File: config.mk
export PLATFORM = sky130hd
export DESIGN_NAME = sram_port_host_flat
export DESIGN_NICKNAME = d
export VERILOG_FILES = /design/src/include/sram_pkg.sv /design/src/include/sram_if.sv /design/src/logic/sram_port_host.sv /design/src/flat_wrapper.sv
export SDC_FILE = /design/constraint.sdc
export NUM_CORES = 1
export LEC_CHECK = 0
export BUFFER_PORTS_ARGS = -buffer_cell sky130_fd_sc_hd__buf_2
export CAP_MARGIN = 5
export CORE_UTILIZATION = 50
export DETAILED_ROUTE_END_ITERATION = 7
export GPL_ROUTABILITY_DRIVEN = 0
export PLACE_DENSITY = 0.71
export RECOVER_POWER = 50
export SLEW_MARGIN = 10
export SYNTH_ARGS = -nofsm -noshare
export SYNTH_HDL_FRONTEND = slang
export SYNTH_SLANG_ARGS = --single-unit
File: constraint.sdc
create_clock -name clk -period 3.45 [get_ports clk]
set_input_delay 0.8625 -clock clk [delete_from_list [all_inputs] [get_ports clk]]
set_output_delay 0.8625 -clock clk [all_outputs]
set_load 0.05 [all_outputs]
File: src/include/sram_pkg.sv
package sram_pkg;

  // Data path geometry
  localparam int unsigned WORD_W     = 18;
  localparam int unsigned LANE_W     = 9;
  localparam int unsigned LANES      = 2;
  localparam int unsigned BURST      = 4;
  localparam int unsigned ADDR_W     = 8;
  localparam int unsigned FIFO_DEPTH = 4;

  // One clk period is one half of the primary clock period
  localparam int unsigned CLK_PERIOD_NS = 20;
  localparam int unsigned PIPE_LEN      = 8;
  localparam int unsigned WR_DATA_TICK  = 2;
  localparam int unsigned LAT_DDR_TICKS = 5;
  localparam int unsigned LAT_SDR_TICKS = 2;
  localparam int unsigned WSEQ_LAST     = WR_DATA_TICK + BURST - 1;

  // Calibration, lock and clock-stop timing
  localparam int unsigned CAL_PERIOD   = 1024;
  localparam int unsigned LOCK_TIME_US = 100;
  localparam int unsigned LOCK_CYC     = (LOCK_TIME_US * 1000 + CLK_PERIOD_NS - 1) / CLK_PERIOD_NS;
  localparam int unsigned STOP_TIME_NS = 30;
  localparam int unsigned STOP_CYC     = (STOP_TIME_NS + CLK_PERIOD_NS - 1) / CLK_PERIOD_NS;

  localparam logic [LANES-1:0] MASK_NONE = 2'h3;

  typedef enum logic [2:0] {
    OP_NONE = 3'h1,
    OP_RD   = 3'h2,
    OP_WR   = 3'h4
  } op_t;

endpackage

File: src/include/sram_if.sv
`timescale 1ns/100ps
interface sram_if;
  import sram_pkg::*;
  logic                      k_rise;
  logic                      k_run;
  logic [ADDR_W-1:0]         addr;
  logic                      read_select_n;
  logic                      write_select_n;
  logic [WORD_W-1:0]         d;
  logic [LANES-1:0]          lane_write_mask_n;
  logic                      pll_bypass_n;
  logic [WORD_W-1:0]         q;
  logic                      q_oe;
  logic                      output_valid_flag;
  logic                      echo_timing_out;
  logic                      echo_timing_out_n;

  modport device (
    input  k_rise, k_run, addr, read_select_n, write_select_n, d, lane_write_mask_n,
    input  pll_bypass_n,
    output q, q_oe, output_valid_flag, echo_timing_out, echo_timing_out_n
  );

  modport host (
    output k_rise, k_run, addr, read_select_n, write_select_n, d, lane_write_mask_n,
    output pll_bypass_n,
    input  q, q_oe, output_valid_flag, echo_timing_out, echo_timing_out_n
  );
endinterface

File: src/logic/sram_port_host.sv
`timescale 1ns/100ps
module read_fifo #(
  parameter int unsigned WIDTH = 18,
  parameter int unsigned DEPTH = 4
) (
  input  wire logic             clk,
  input  wire logic             rst,
  input  wire logic             in_valid,
  output logic                  in_ready,
  input  wire logic [WIDTH-1:0] in_data,
  output logic                  out_valid,
  input  wire logic             out_ready,
  output logic [WIDTH-1:0]      out_data,
  output logic                  empty
);
  localparam int unsigned PW = (DEPTH > 1) ? $clog2(DEPTH) : 1;

  logic [WIDTH-1:0] store [0:DEPTH-1];
  logic [PW-1:0]    wp_r;
  logic [PW-1:0]    rp_r;
  logic [PW:0]      cnt_r;
  logic             push;
  logic             pop;

  assign in_ready  = (cnt_r != (PW+1)'(DEPTH));
  assign out_valid = (cnt_r != '0);
  assign empty     = (cnt_r == '0);
  assign push      = in_valid && in_ready;
  assign pop       = out_valid && out_ready;
  assign out_data  = store[rp_r];

  always_ff @(posedge clk) begin
    if (push) begin
      store[wp_r] <= in_data;
    end
  end

  always_ff @(posedge clk) begin
    if (rst) begin
      wp_r  <= '0;
      rp_r  <= '0;
      cnt_r <= '0;
    end else begin
      if (push) begin
        wp_r <= (wp_r == PW'(DEPTH - 1)) ? '0 : wp_r + PW'(1);
      end
      if (pop) begin
        rp_r <= (rp_r == PW'(DEPTH - 1)) ? '0 : rp_r + PW'(1);
      end
      cnt_r <= cnt_r + (PW+1)'(push) - (PW+1)'(pop);
    end
  end
endmodule

module sram_port_host
  import sram_pkg::*;
(
  // Clock and reset
  input  wire logic                    clk,
  input  wire logic                    rst,
  // Link to the memory
  sram_if.host                         bus,
  // Link clock control
  input  wire logic                    clk_run,
  input  wire logic                    legacy_mode,
  // Command
  input  wire logic                    cmd_valid,
  output logic                         cmd_ready,
  input  wire logic                    cmd_write,
  input  wire logic [ADDR_W-1:0]       cmd_addr,
  input  wire logic [BURST*WORD_W-1:0] cmd_data,
  input  wire logic [BURST*LANES-1:0]  cmd_mask_n,
  // Read data
  output logic                         rd_valid,
  input  wire logic                    rd_ready,
  output logic [WORD_W-1:0]            rd_data
);

  logic                    k_rise_r;
  logic                    k_run_r;
  logic                    next_rise;
  op_t                     prev_op_r;
  logic                    can_rd;
  logic                    can_wr;
  logic                    issue;
  logic                    rsel_n_r;
  logic                    wsel_n_r;
  logic [ADDR_W-1:0]       addr_r;
  logic [2:0]              wseq_r;
  logic [BURST*WORD_W-1:0] wd_r;
  logic [BURST*LANES-1:0]  wm_r;
  logic [WORD_W-1:0]       d_r;
  logic [LANES-1:0]        mask_r;
  logic                    vld_d_r;
  logic                    push;
  logic                    rd_busy_r;
  logic [2:0]              rd_cnt_r;
  logic                    fifo_in_ready;
  logic                    fifo_empty;

  assign next_rise = clk_run && (k_run_r ? !k_rise_r : k_rise_r);

  always_ff @(posedge clk) begin
    if (rst) begin
      k_rise_r <= 1'b0;
      k_run_r  <= 1'b0;
    end else begin
      k_run_r <= clk_run;
      if (k_run_r) begin
        k_rise_r <= !k_rise_r;
      end
    end
  end

  // Reads wait for an empty FIFO so a whole burst always has room
  assign can_rd = !rd_busy_r && fifo_empty && fifo_in_ready && (prev_op_r != OP_RD);
  assign can_wr = (wseq_r == 3'h0) && (prev_op_r != OP_WR);
  assign issue  = next_rise && cmd_valid && (cmd_write ? can_wr : can_rd);
  assign cmd_ready = issue;

  always_ff @(posedge clk) begin
    if (rst) begin
      prev_op_r <= OP_NONE;
      rsel_n_r  <= 1'b1;
      wsel_n_r  <= 1'b1;
      addr_r    <= '0;
      wd_r      <= '0;
      wm_r      <= '1;
    end else begin
      rsel_n_r <= !(issue && !cmd_write);
      wsel_n_r <= !(issue && cmd_write);
      if (next_rise) begin
        prev_op_r <= !issue ? OP_NONE : (cmd_write ? OP_WR : OP_RD);
      end
      if (issue) begin
        addr_r <= cmd_addr;
      end
      if (issue && cmd_write) begin
        wd_r <= cmd_data;
        wm_r <= cmd_mask_n;
      end
    end
  end

  // Write words and their masks go out on four edges, starting two ticks after the address
  always_ff @(posedge clk) begin
    if (rst) begin
      wseq_r <= '0;
      d_r    <= '0;
      mask_r <= MASK_NONE;
    end else begin
      if (issue && cmd_write) begin
        wseq_r <= 3'h1;
      end else if (k_run_r && wseq_r != 3'h0) begin
        wseq_r <= (wseq_r == 3'(WSEQ_LAST)) ? 3'h0 : wseq_r + 3'h1;
      end
      if (k_run_r && wseq_r >= 3'(WR_DATA_TICK)) begin
        d_r    <= wd_r[(int'(wseq_r) - WR_DATA_TICK)*WORD_W +: WORD_W];
        mask_r <= wm_r[(int'(wseq_r) - WR_DATA_TICK)*LANES +: LANES];
      end
    end
  end

  // The valid flag leads data by one tick, so its delayed copy marks the word
  assign push = k_run_r && vld_d_r;

  always_ff @(posedge clk) begin
    if (rst) begin
      vld_d_r   <= 1'b0;
      rd_busy_r <= 1'b0;
      rd_cnt_r  <= '0;
    end else begin
      if (k_run_r) begin
        vld_d_r <= bus.output_valid_flag;
      end
      if (issue && !cmd_write) begin
        rd_busy_r <= 1'b1;
        rd_cnt_r  <= '0;
      end else if (push) begin
        rd_cnt_r <= rd_cnt_r + 3'h1;
        if (rd_cnt_r == 3'(BURST - 1)) begin
          rd_busy_r <= 1'b0;
        end
      end
    end
  end

  read_fifo #(
    .WIDTH (WORD_W),
    .DEPTH (FIFO_DEPTH)
  ) u_fifo (
    .clk       (clk),
    .rst       (rst),
    .in_valid  (push),
    .in_ready  (fifo_in_ready),
    .in_data   (bus.q),
    .out_valid (rd_valid),
    .out_ready (rd_ready),
    .out_data  (rd_data),
    .empty     (fifo_empty)
  );

  assign bus.k_rise            = k_rise_r;
  assign bus.k_run             = k_run_r;
  assign bus.addr              = addr_r;
  assign bus.read_select_n     = rsel_n_r;
  assign bus.write_select_n    = wsel_n_r;
  assign bus.d                 = d_r;
  assign bus.lane_write_mask_n = mask_r;
  assign bus.pll_bypass_n      = !legacy_mode;

endmodule

File: src/flat_wrapper.sv
// flat-port wrapper written by rule: the top's interface ports become plain ports
module sram_port_host_flat import sram_pkg::*;
  (clk, rst, clk_run, legacy_mode, cmd_valid, cmd_ready, cmd_write, cmd_addr, cmd_data, cmd_mask_n, rd_valid, rd_ready, rd_data, bus_k_rise, bus_k_run, bus_addr, bus_read_select_n, bus_write_select_n, bus_d, bus_lane_write_mask_n, bus_pll_bypass_n, bus_q, bus_q_oe, bus_output_valid_flag, bus_echo_timing_out, bus_echo_timing_out_n);
  sram_if bus_i ();
  input  wire logic clk;
  input  wire logic rst;
  input  wire logic clk_run;
  input  wire logic legacy_mode;
  input  wire logic cmd_valid;
  output logic cmd_ready;
  input  wire logic cmd_write;
  input  wire logic [ADDR_W-1:0] cmd_addr;
  input  wire logic [BURST*WORD_W-1:0] cmd_data;
  input  wire logic [BURST*LANES-1:0] cmd_mask_n;
  output logic rd_valid;
  input  wire logic rd_ready;
  output logic [WORD_W-1:0] rd_data;
  output wire logic [$bits(bus_i.k_rise)-1:0] bus_k_rise;
  output wire logic [$bits(bus_i.k_run)-1:0] bus_k_run;
  output wire logic [$bits(bus_i.addr)-1:0] bus_addr;
  output wire logic [$bits(bus_i.read_select_n)-1:0] bus_read_select_n;
  output wire logic [$bits(bus_i.write_select_n)-1:0] bus_write_select_n;
  output wire logic [$bits(bus_i.d)-1:0] bus_d;
  output wire logic [$bits(bus_i.lane_write_mask_n)-1:0] bus_lane_write_mask_n;
  output wire logic [$bits(bus_i.pll_bypass_n)-1:0] bus_pll_bypass_n;
  input wire logic [$bits(bus_i.q)-1:0] bus_q;
  input wire logic [$bits(bus_i.q_oe)-1:0] bus_q_oe;
  input wire logic [$bits(bus_i.output_valid_flag)-1:0] bus_output_valid_flag;
  input wire logic [$bits(bus_i.echo_timing_out)-1:0] bus_echo_timing_out;
  input wire logic [$bits(bus_i.echo_timing_out_n)-1:0] bus_echo_timing_out_n;
  assign bus_k_rise = bus_i.k_rise;
  assign bus_k_run = bus_i.k_run;
  assign bus_addr = bus_i.addr;
  assign bus_read_select_n = bus_i.read_select_n;
  assign bus_write_select_n = bus_i.write_select_n;
  assign bus_d = bus_i.d;
  assign bus_lane_write_mask_n = bus_i.lane_write_mask_n;
  assign bus_pll_bypass_n = bus_i.pll_bypass_n;
  assign bus_i.q = bus_q;
  assign bus_i.q_oe = bus_q_oe;
  assign bus_i.output_valid_flag = bus_output_valid_flag;
  assign bus_i.echo_timing_out = bus_echo_timing_out;
  assign bus_i.echo_timing_out_n = bus_echo_timing_out_n;
  sram_port_host u_core (.clk(clk), .rst(rst), .bus(bus_i), .clk_run(clk_run), .legacy_mode(legacy_mode), .cmd_valid(cmd_valid), .cmd_ready(cmd_ready), .cmd_write(cmd_write), .cmd_addr(cmd_addr), .cmd_data(cmd_data), .cmd_mask_n(cmd_mask_n), .rd_valid(rd_valid), .rd_ready(rd_ready), .rd_data(rd_data));
endmodule
* Word level (Yosys, flattened, before mapping)
Memory sizes are Yosys's and may differ from the RTL's. A register that Yosys moved wholly into a read port is not among the register bits. Cells that the tools add are included.
Word-level totals: bits in registers 130, bits in latches 0, bits in writable memories 72, memory bits (read-only) 0, input bits 117, output and inout bits 53, logic and storage cells 83, memories kept 1
Cells by class: add/subtract/negate cells 7, multiply operators 1, divide/modulo/power cells 0, order comparisons 1, equality and inequality tests 7, shift operators 2, mux-type cells 16, bitwise operators 0, reductions and logical operators 30
Memory list:
- u_core.u_fifo.store | depth 4, bits a word 18, read ports 1, clocked after Yosys merged registers in 1, write ports 1, line sram_port_host.sv:18 | logic [WIDTH-1:0] store [0:DEPTH-1];
Operators with widths (number):
- $shiftx A72 B33 Y18 | 1
- $shiftx A8 B33 Y2 | 1
- $mul A32 B4 Y31 const B | 1
- $logic_and A1 B1 Y1 | 14
- $mux W1 | 9
- $mux W3 | 3
- $mux W2 | 4
- $add A3 B1 Y3 const B | 2
- $logic_not A1 Y1 | 6
- $logic_not A3 Y1 | 2
- $ne A3 B3 Y1 const B | 2
- $reduce_bool A2 Y1 | 3
- $reduce_bool A3 Y1 | 2
- $add A2 B1 Y2 const B | 2
- $eq A2 B2 Y1 const B | 2
- $reduce_or A2 Y1 | 2
- $sub A3 B2 Y4 const B | 1
- $add A3 B1 Y3 | 1
- $eq A3 B2 Y1 const B | 1
- $eq A3 B3 Y1 const B | 1
- $ge A3 B2 Y1 const B | 1
- $ne A3 B2 Y1 const B | 1
- $sub A3 B1 Y3 | 1
- $reduce_and A2 Y1 | 1

* Longest topological paths before layout
word-level depth 9, gate-level depth with buffers 13, gate-level depth less buffers 11

* By module
From an unflattened synthesis, not the netlist that was laid out.
Second synthesis, totals: cell total of the unflattened synthesis 1056, area total of the unflattened synthesis 11354.6 um2
Modules (own cells, without submodules):
- sram_port_host | instances 1, cells each 911, area an instance 8269.2 um2, sequential area each 2462.4 um2
- read_fifo | instances 1, cells each 145, area an instance 3085.5 um2, sequential area each 2342.2 um2

* Worst setup path after synthesis
Ideal clock, no wire load.
kind flip-flop to flip-flop, from reg u_core.k_run_r (netlist: u_core.bus.k_run), to reg u_core.u_fifo.cnt_r[2], setup time 128 ps, arrival 2647 ps, data required time 3322 ps, slack 675 ps, stages on the path, launching flop included 13, path buffers 1, period minus slack after synthesis 2775 ps, path through dfxtp_1 -> buf_2 -> nand2_1 -> a21oi_1 -> inv_1 -> ha_1 -> inv_1 -> ha_1 -> inv_1 -> fa_1 -> xor2_1 -> xnor2_1 -> nor2_1
Between the ends: longest elaborated chain between the ends 4
Ends and longest elaborated chain:
- start, declared | line sram_port_host.sv:80 | logic k_run_r;
- start signal, assigned | line sram_port_host.sv:108 | k_run_r <= clk_run;
- $logic_and A1 B1 Y1 | line sram_port_host.sv:165 | assign push = k_run_r && vld_d_r;
- $logic_and A1 B1 Y1 | line sram_port_host.sv:28 | assign push = in_valid && in_ready;
- $add A3 B1 Y3 | line sram_port_host.sv:50 | cnt_r <= cnt_r + (PW+1)'(push) - (PW+1)'(pop);
- $sub A3 B1 Y3 | line sram_port_host.sv:50
- end signal, assigned | line sram_port_host.sv:50
- end, declared | line sram_port_host.sv:21 | logic [PW:0] cnt_r;
Every way passes these cells. A chain may end at the register's enable or synchronous reset.

* Worst setup path in the final report
from reg u_core.wseq_r[2], to reg u_core.d_r[13] (netlist: u_core.bus.d[13])
Between the ends: longest elaborated chain between the ends 3, elaborated cells between the ends (all ways) 5, classes of those cells add/sub: 1; mul: 1; order compare: 1; shift: 1; reduce/logical: 1
Ends and longest elaborated chain:
- start, declared | line sram_port_host.sv:89 | logic [2:0] wseq_r;
- start signal, assigned | line sram_port_host.sv:155 | wseq_r <= (wseq_r == 3'(WSEQ_LAST)) ? 3'h0 : wseq_r + 3'h1;
- $sub A3 B2 Y4 | line sram_port_host.sv:158 | d_r <= wd_r[(int'(wseq_r) - WR_DATA_TICK)*WORD_W +: WORD_W];
- $mul A32 B4 Y31 | line sram_port_host.sv:158
- $shiftx A72 B33 Y18 | line sram_port_host.sv:158
- end signal, assigned | line sram_port_host.sv:158
- end, declared | line sram_port_host.sv:92 | logic [WORD_W-1:0] d_r;
Several ways; a longest one is shown, not always the timed one.

==> metrics.md <==
| Metric | Value |
|---|---|
| Setup TNS Final | 0 ns |
| Filler Cell Count | 1856 |
| Die area | roughly 23000 sq um |
| DRC | 12 |
| Crit end category | register |
| Register area | 4812 sq um |
| Max_cap viols | 0 |
| Dominant synthesized flop cell | dfxtp_1 |
| Final HPWL DP | ~20000 um |
| Setup Skew | 0.01634 ns |
| Post-route clock period utilization | 0.8967 |
| Yosys warnings | 0 |
| Setup repair bufs after CTS | 0 |
| CTS-repair resized insts | 0 |
| Hold Crit Start | u_core.wd_r[1] |
| Setup Crit Path Kind | reg2reg |
| Commonest cells post-synth | nand2_1, dfxtp_1, a21oi_1 |
| Hold WC Path Type | reg2reg |
| Std-Cell Rows | 54 |
| Synth Cell Area | 11340 sq um |
| I/O Pins | 170 |
| Post-synth EDFFs | 72 |
| Final Critical Period | 3.093 ns |
| PD cells | roughly 460 nW/um^2 |
| CP max FO | 27 |
| # H-tree levels | 1 |
| Port buffer count | 166 |
| Top Family by Delay on Critical Path | compound AO/OA/AOI/OAI gates |
| Max stage delay on crit path | 0.58 ns |
| Drt initial violations | 1051 |
| Crit start category | register |
| Syn nets | 1185 |
| Synthesis-to-finish area growth | 14.72% |
| FF-to-FF Start | u_core.wseq_r[2] |
| DIE WIDTH | 152.6 um |
| Crit path required time | 3.83 ns |
| Failing checks | DRC |
| Slowest stage cell, crit path | o311ai_1 |
| CTS tree | yes |
| Synth Instances | 1053 |
| Via-to-Cell Ratio | a little over 6 |
| CTS max path bufs | 3 |
| F_max | 323.3 MHz |
| Max_slew headroom | 0.08572 |
| ANT cells | 0 |
| Worst-path cell chain | inv_1 -> ha_1 -> ha_1 -> buf_12 -> mux4_2 -> nand2_1 -> a21oi_1 -> o311ai_1 -> a21oi_1 |
| Fin. Hold Viols | 0 |
| Share of cells above drive strength 1 | 0.2669 |
| Pre-antenna DRT Iters | 8 |
| Via count | 9209 |
| Reg2reg setup slack | 0.36 ns |
| VDD IR max | around 480 uV |
| Multi-input gate area | 5982 sq um |
| Final WL | 29890 um |
| Synth Register Bits | 204 |
| Placed insts | roughly 1400 |
| Area share of the largest cell type after synthesis | 0.2331 |
| Leak | 4.586 nW |
| Unrepaired setup endpoints after global routing | false |
| Synth area leaders | dfxtp_1, edfxtp_1, mux4_2 |
| Count leader, synth | nand2_1 |
| Initial antenna violation count | 0 |
| Worst Reg-to-Reg Cells | 9 |
| Vias in the first global route | 8512 |
| Core region area | around 22000 sq um |
| Clock Tree Root | clkbuf_16 |
| Post-synth ARST share | 0 |
| Clock Latency Late Sink | 0.52 ns |
| Worst hold endpoint | u_core.wd_r[1] |
| Routed wire length per instance | 20.21 um |
| Nets | 1315 |
| Seq/Total Area, Yosys | 0.4237 |
| Critical Path AT | 3.47 ns |
| CTS buffer count | 22 |
| Max Slew Vio Count | 0 |
| Synthesized area per cell | 10.77 sq um |
| Post-synth cell types | 68 |
| Yosys top cell by area | dfxtp_1 |
| Global-route wire length before repair | 47200 um |
| Total grt overflow | 0 |
| Antenna-violating nets left | 0 |
| Final setup violation count | 0 |
| Hold path cells | 2 |
| Worst-Margin Slew | roughly 1.4 ns |
| Worst path bufs/invs | 2 |
| # clock sinks | 204 |
| Status | complete, but fails checks |
| Clock transition at path regs | 0.06 ns |
| Chip height | 152.6 um |
| Finished Layout Cells | 1479 |
| Hold_buf cts | 0 |
| Tot GR Track Use | 0.2542 |
| Initial Utilization | 0.5148 |
| Largest net degree at the start of global routing | 98 |
| RR Endpoint | u_core.bus.d[13] |
| Util after Layout | 0.5905 |
[power by group]
part	total [mW]	internal (mW)	switching, mW
clock	2.39	1.42	0.965
sequential	2.61	2.55	0.0618
combinational	0.959	0.353	0.606
[metal layers]
layer  routed length (um)  global-route usage  share of wire
met5                    0                   0              0
met4                  644             0.06686          0.022
met3                 2844             0.05176          0.095
met2                12960              0.3746           0.43
met1                13450              0.3806           0.45
[sequential cells by signal, summed over array words and instances (netlist names), named ones only]
register / flops
u_core.bus.lane_write_mask_n: 2
u_core.rd_busy_r: 1
u_core.wd_r: 72
u_core.vld_d_r: 1
u_core.wseq_r: 3
u_core.u_fifo.store: 72
u_core.prev_op_r: 3
u_core.bus.k_run: 1
u_core.bus.addr: 8
u_core.u_fifo.rp_r: 2
u_core.wm_r: 8
u_core.bus.k_rise: 1
u_core.u_fifo.cnt_r: 3
u_core.u_fifo.wp_r: 2
u_core.rd_cnt_r: 3
u_core.bus.d: 18
u_core.bus.read_select_n: 1
u_core.bus.write_select_n: 1
[through the flow]
| step | worst slack (ns) | area (sq um) | hold WS, ns | total power [mW] |
|---|---|---|---|---|
| 2_1_floorplan | 0.6751 | 11340 | 0.4331 | 3.380 |
| 3_3_place_gp | 0.5749 | 12310 | 0.4445 | 3.611 |
| 3_5_place_dp | 0.5147 | 12310 | 0.4478 | 3.625 |
| 4_1_cts | 0.4180 | 13060 | 0.4622 | 5.995 |
| 5_1_grt | 0.2369 | 13010 | 0.4879 | 6.158 |
| 6_report | 0.3565 | 13010 | 0.4603 | 5.955 |
[worst max-delay path by stage]
| stage | start | endpoint | depth (start not counted) |
|---|---|---|---|
| 2_1_floorplan | u_core.bus.k_run | u_core.u_fifo.cnt_r[2] | 12 |
| 3_3_place_gp | u_core.wseq_r[2] | u_core.bus.d[14] | 10 |
| 3_5_place_dp | u_core.wseq_r[2] | u_core.bus.d[13] | 9 |
| 4_1_cts | u_core.u_fifo.cnt_r[2] | cmd_ready | 4 |
| 5_1_grt | u_core.wseq_r[2] | u_core.bus.d[14] | 10 |
| 6_report | u_core.wseq_r[2] | u_core.bus.d[13] | 9 |
[layout make-up]
| class | instances | area share |
|---|---|---|
| timing repair buffer | 194 | 0.08138 |
| inverter | 17 | 0.004906 |
| clock buffer | 30 | 0.04781 |
| multi-input combinational | 744 | 0.4599 |
| clock inverter | 10 | 0.009138 |
| tap | 280 | 0.02693 |
| sequential | 204 | 0.3699 |
[cell usage in the layout, fill, tap and decap left out, types with 6 or more instances in the layout]
| cell type | count |
|---|---|
| a22oi_1 | 9 |
| nor2b_1 | 8 |
| and3_1 | 6 |
| dfxtp_1 | 130 |
| inv_1 | 13 |
| nor2_1 | 41 |
| o22ai_1 | 8 |
| edfxtp_1 | 72 |
| a21oi_1 | 107 |
| a31oi_1 | 10 |
| mux2i_1 | 53 |
| nor3_1 | 16 |
| mux4_2 | 83 |
| buf_4 | 17 |
| ha_1 | 14 |
| mux2_2 | 13 |
| mux4_1 | 13 |
| clkbuf_16 | 22 |
| nand3_1 | 28 |
| clkbuf_1 | 27 |
| buf_2 | 146 |
| nand4_1 | 6 |
| o21ai_0 | 20 |
| o32ai_1 | 8 |
| nand2_1 | 216 |
[worst reg2reg max path: cells and delay by family, from the launching register on]
family	cells	cell delay, ns
compound gates	3	0.80
mux	1	0.54
buf+inv	2	0.34
fa+ha+maj	2	0.74
simple gates	1	0.09
flops	1	0.45
[cell families (layout without fill, tap and decap cells)]
kind of cell,after synthesis,in the layout,synth area share
flip-flops,204,204,0.4237
adder cells (fa/ha/maj),15,15,0.01721
XOR/XNOR,5,5,0.004525
AO/OA/AOI/OAI,208,208,0.1133
buffers and inverters,105,251,0.04933
multiplexers,163,163,0.2569
AND/OR/NAND/NOR,353,353,0.1350
Power figures use the tool's default switching activity.
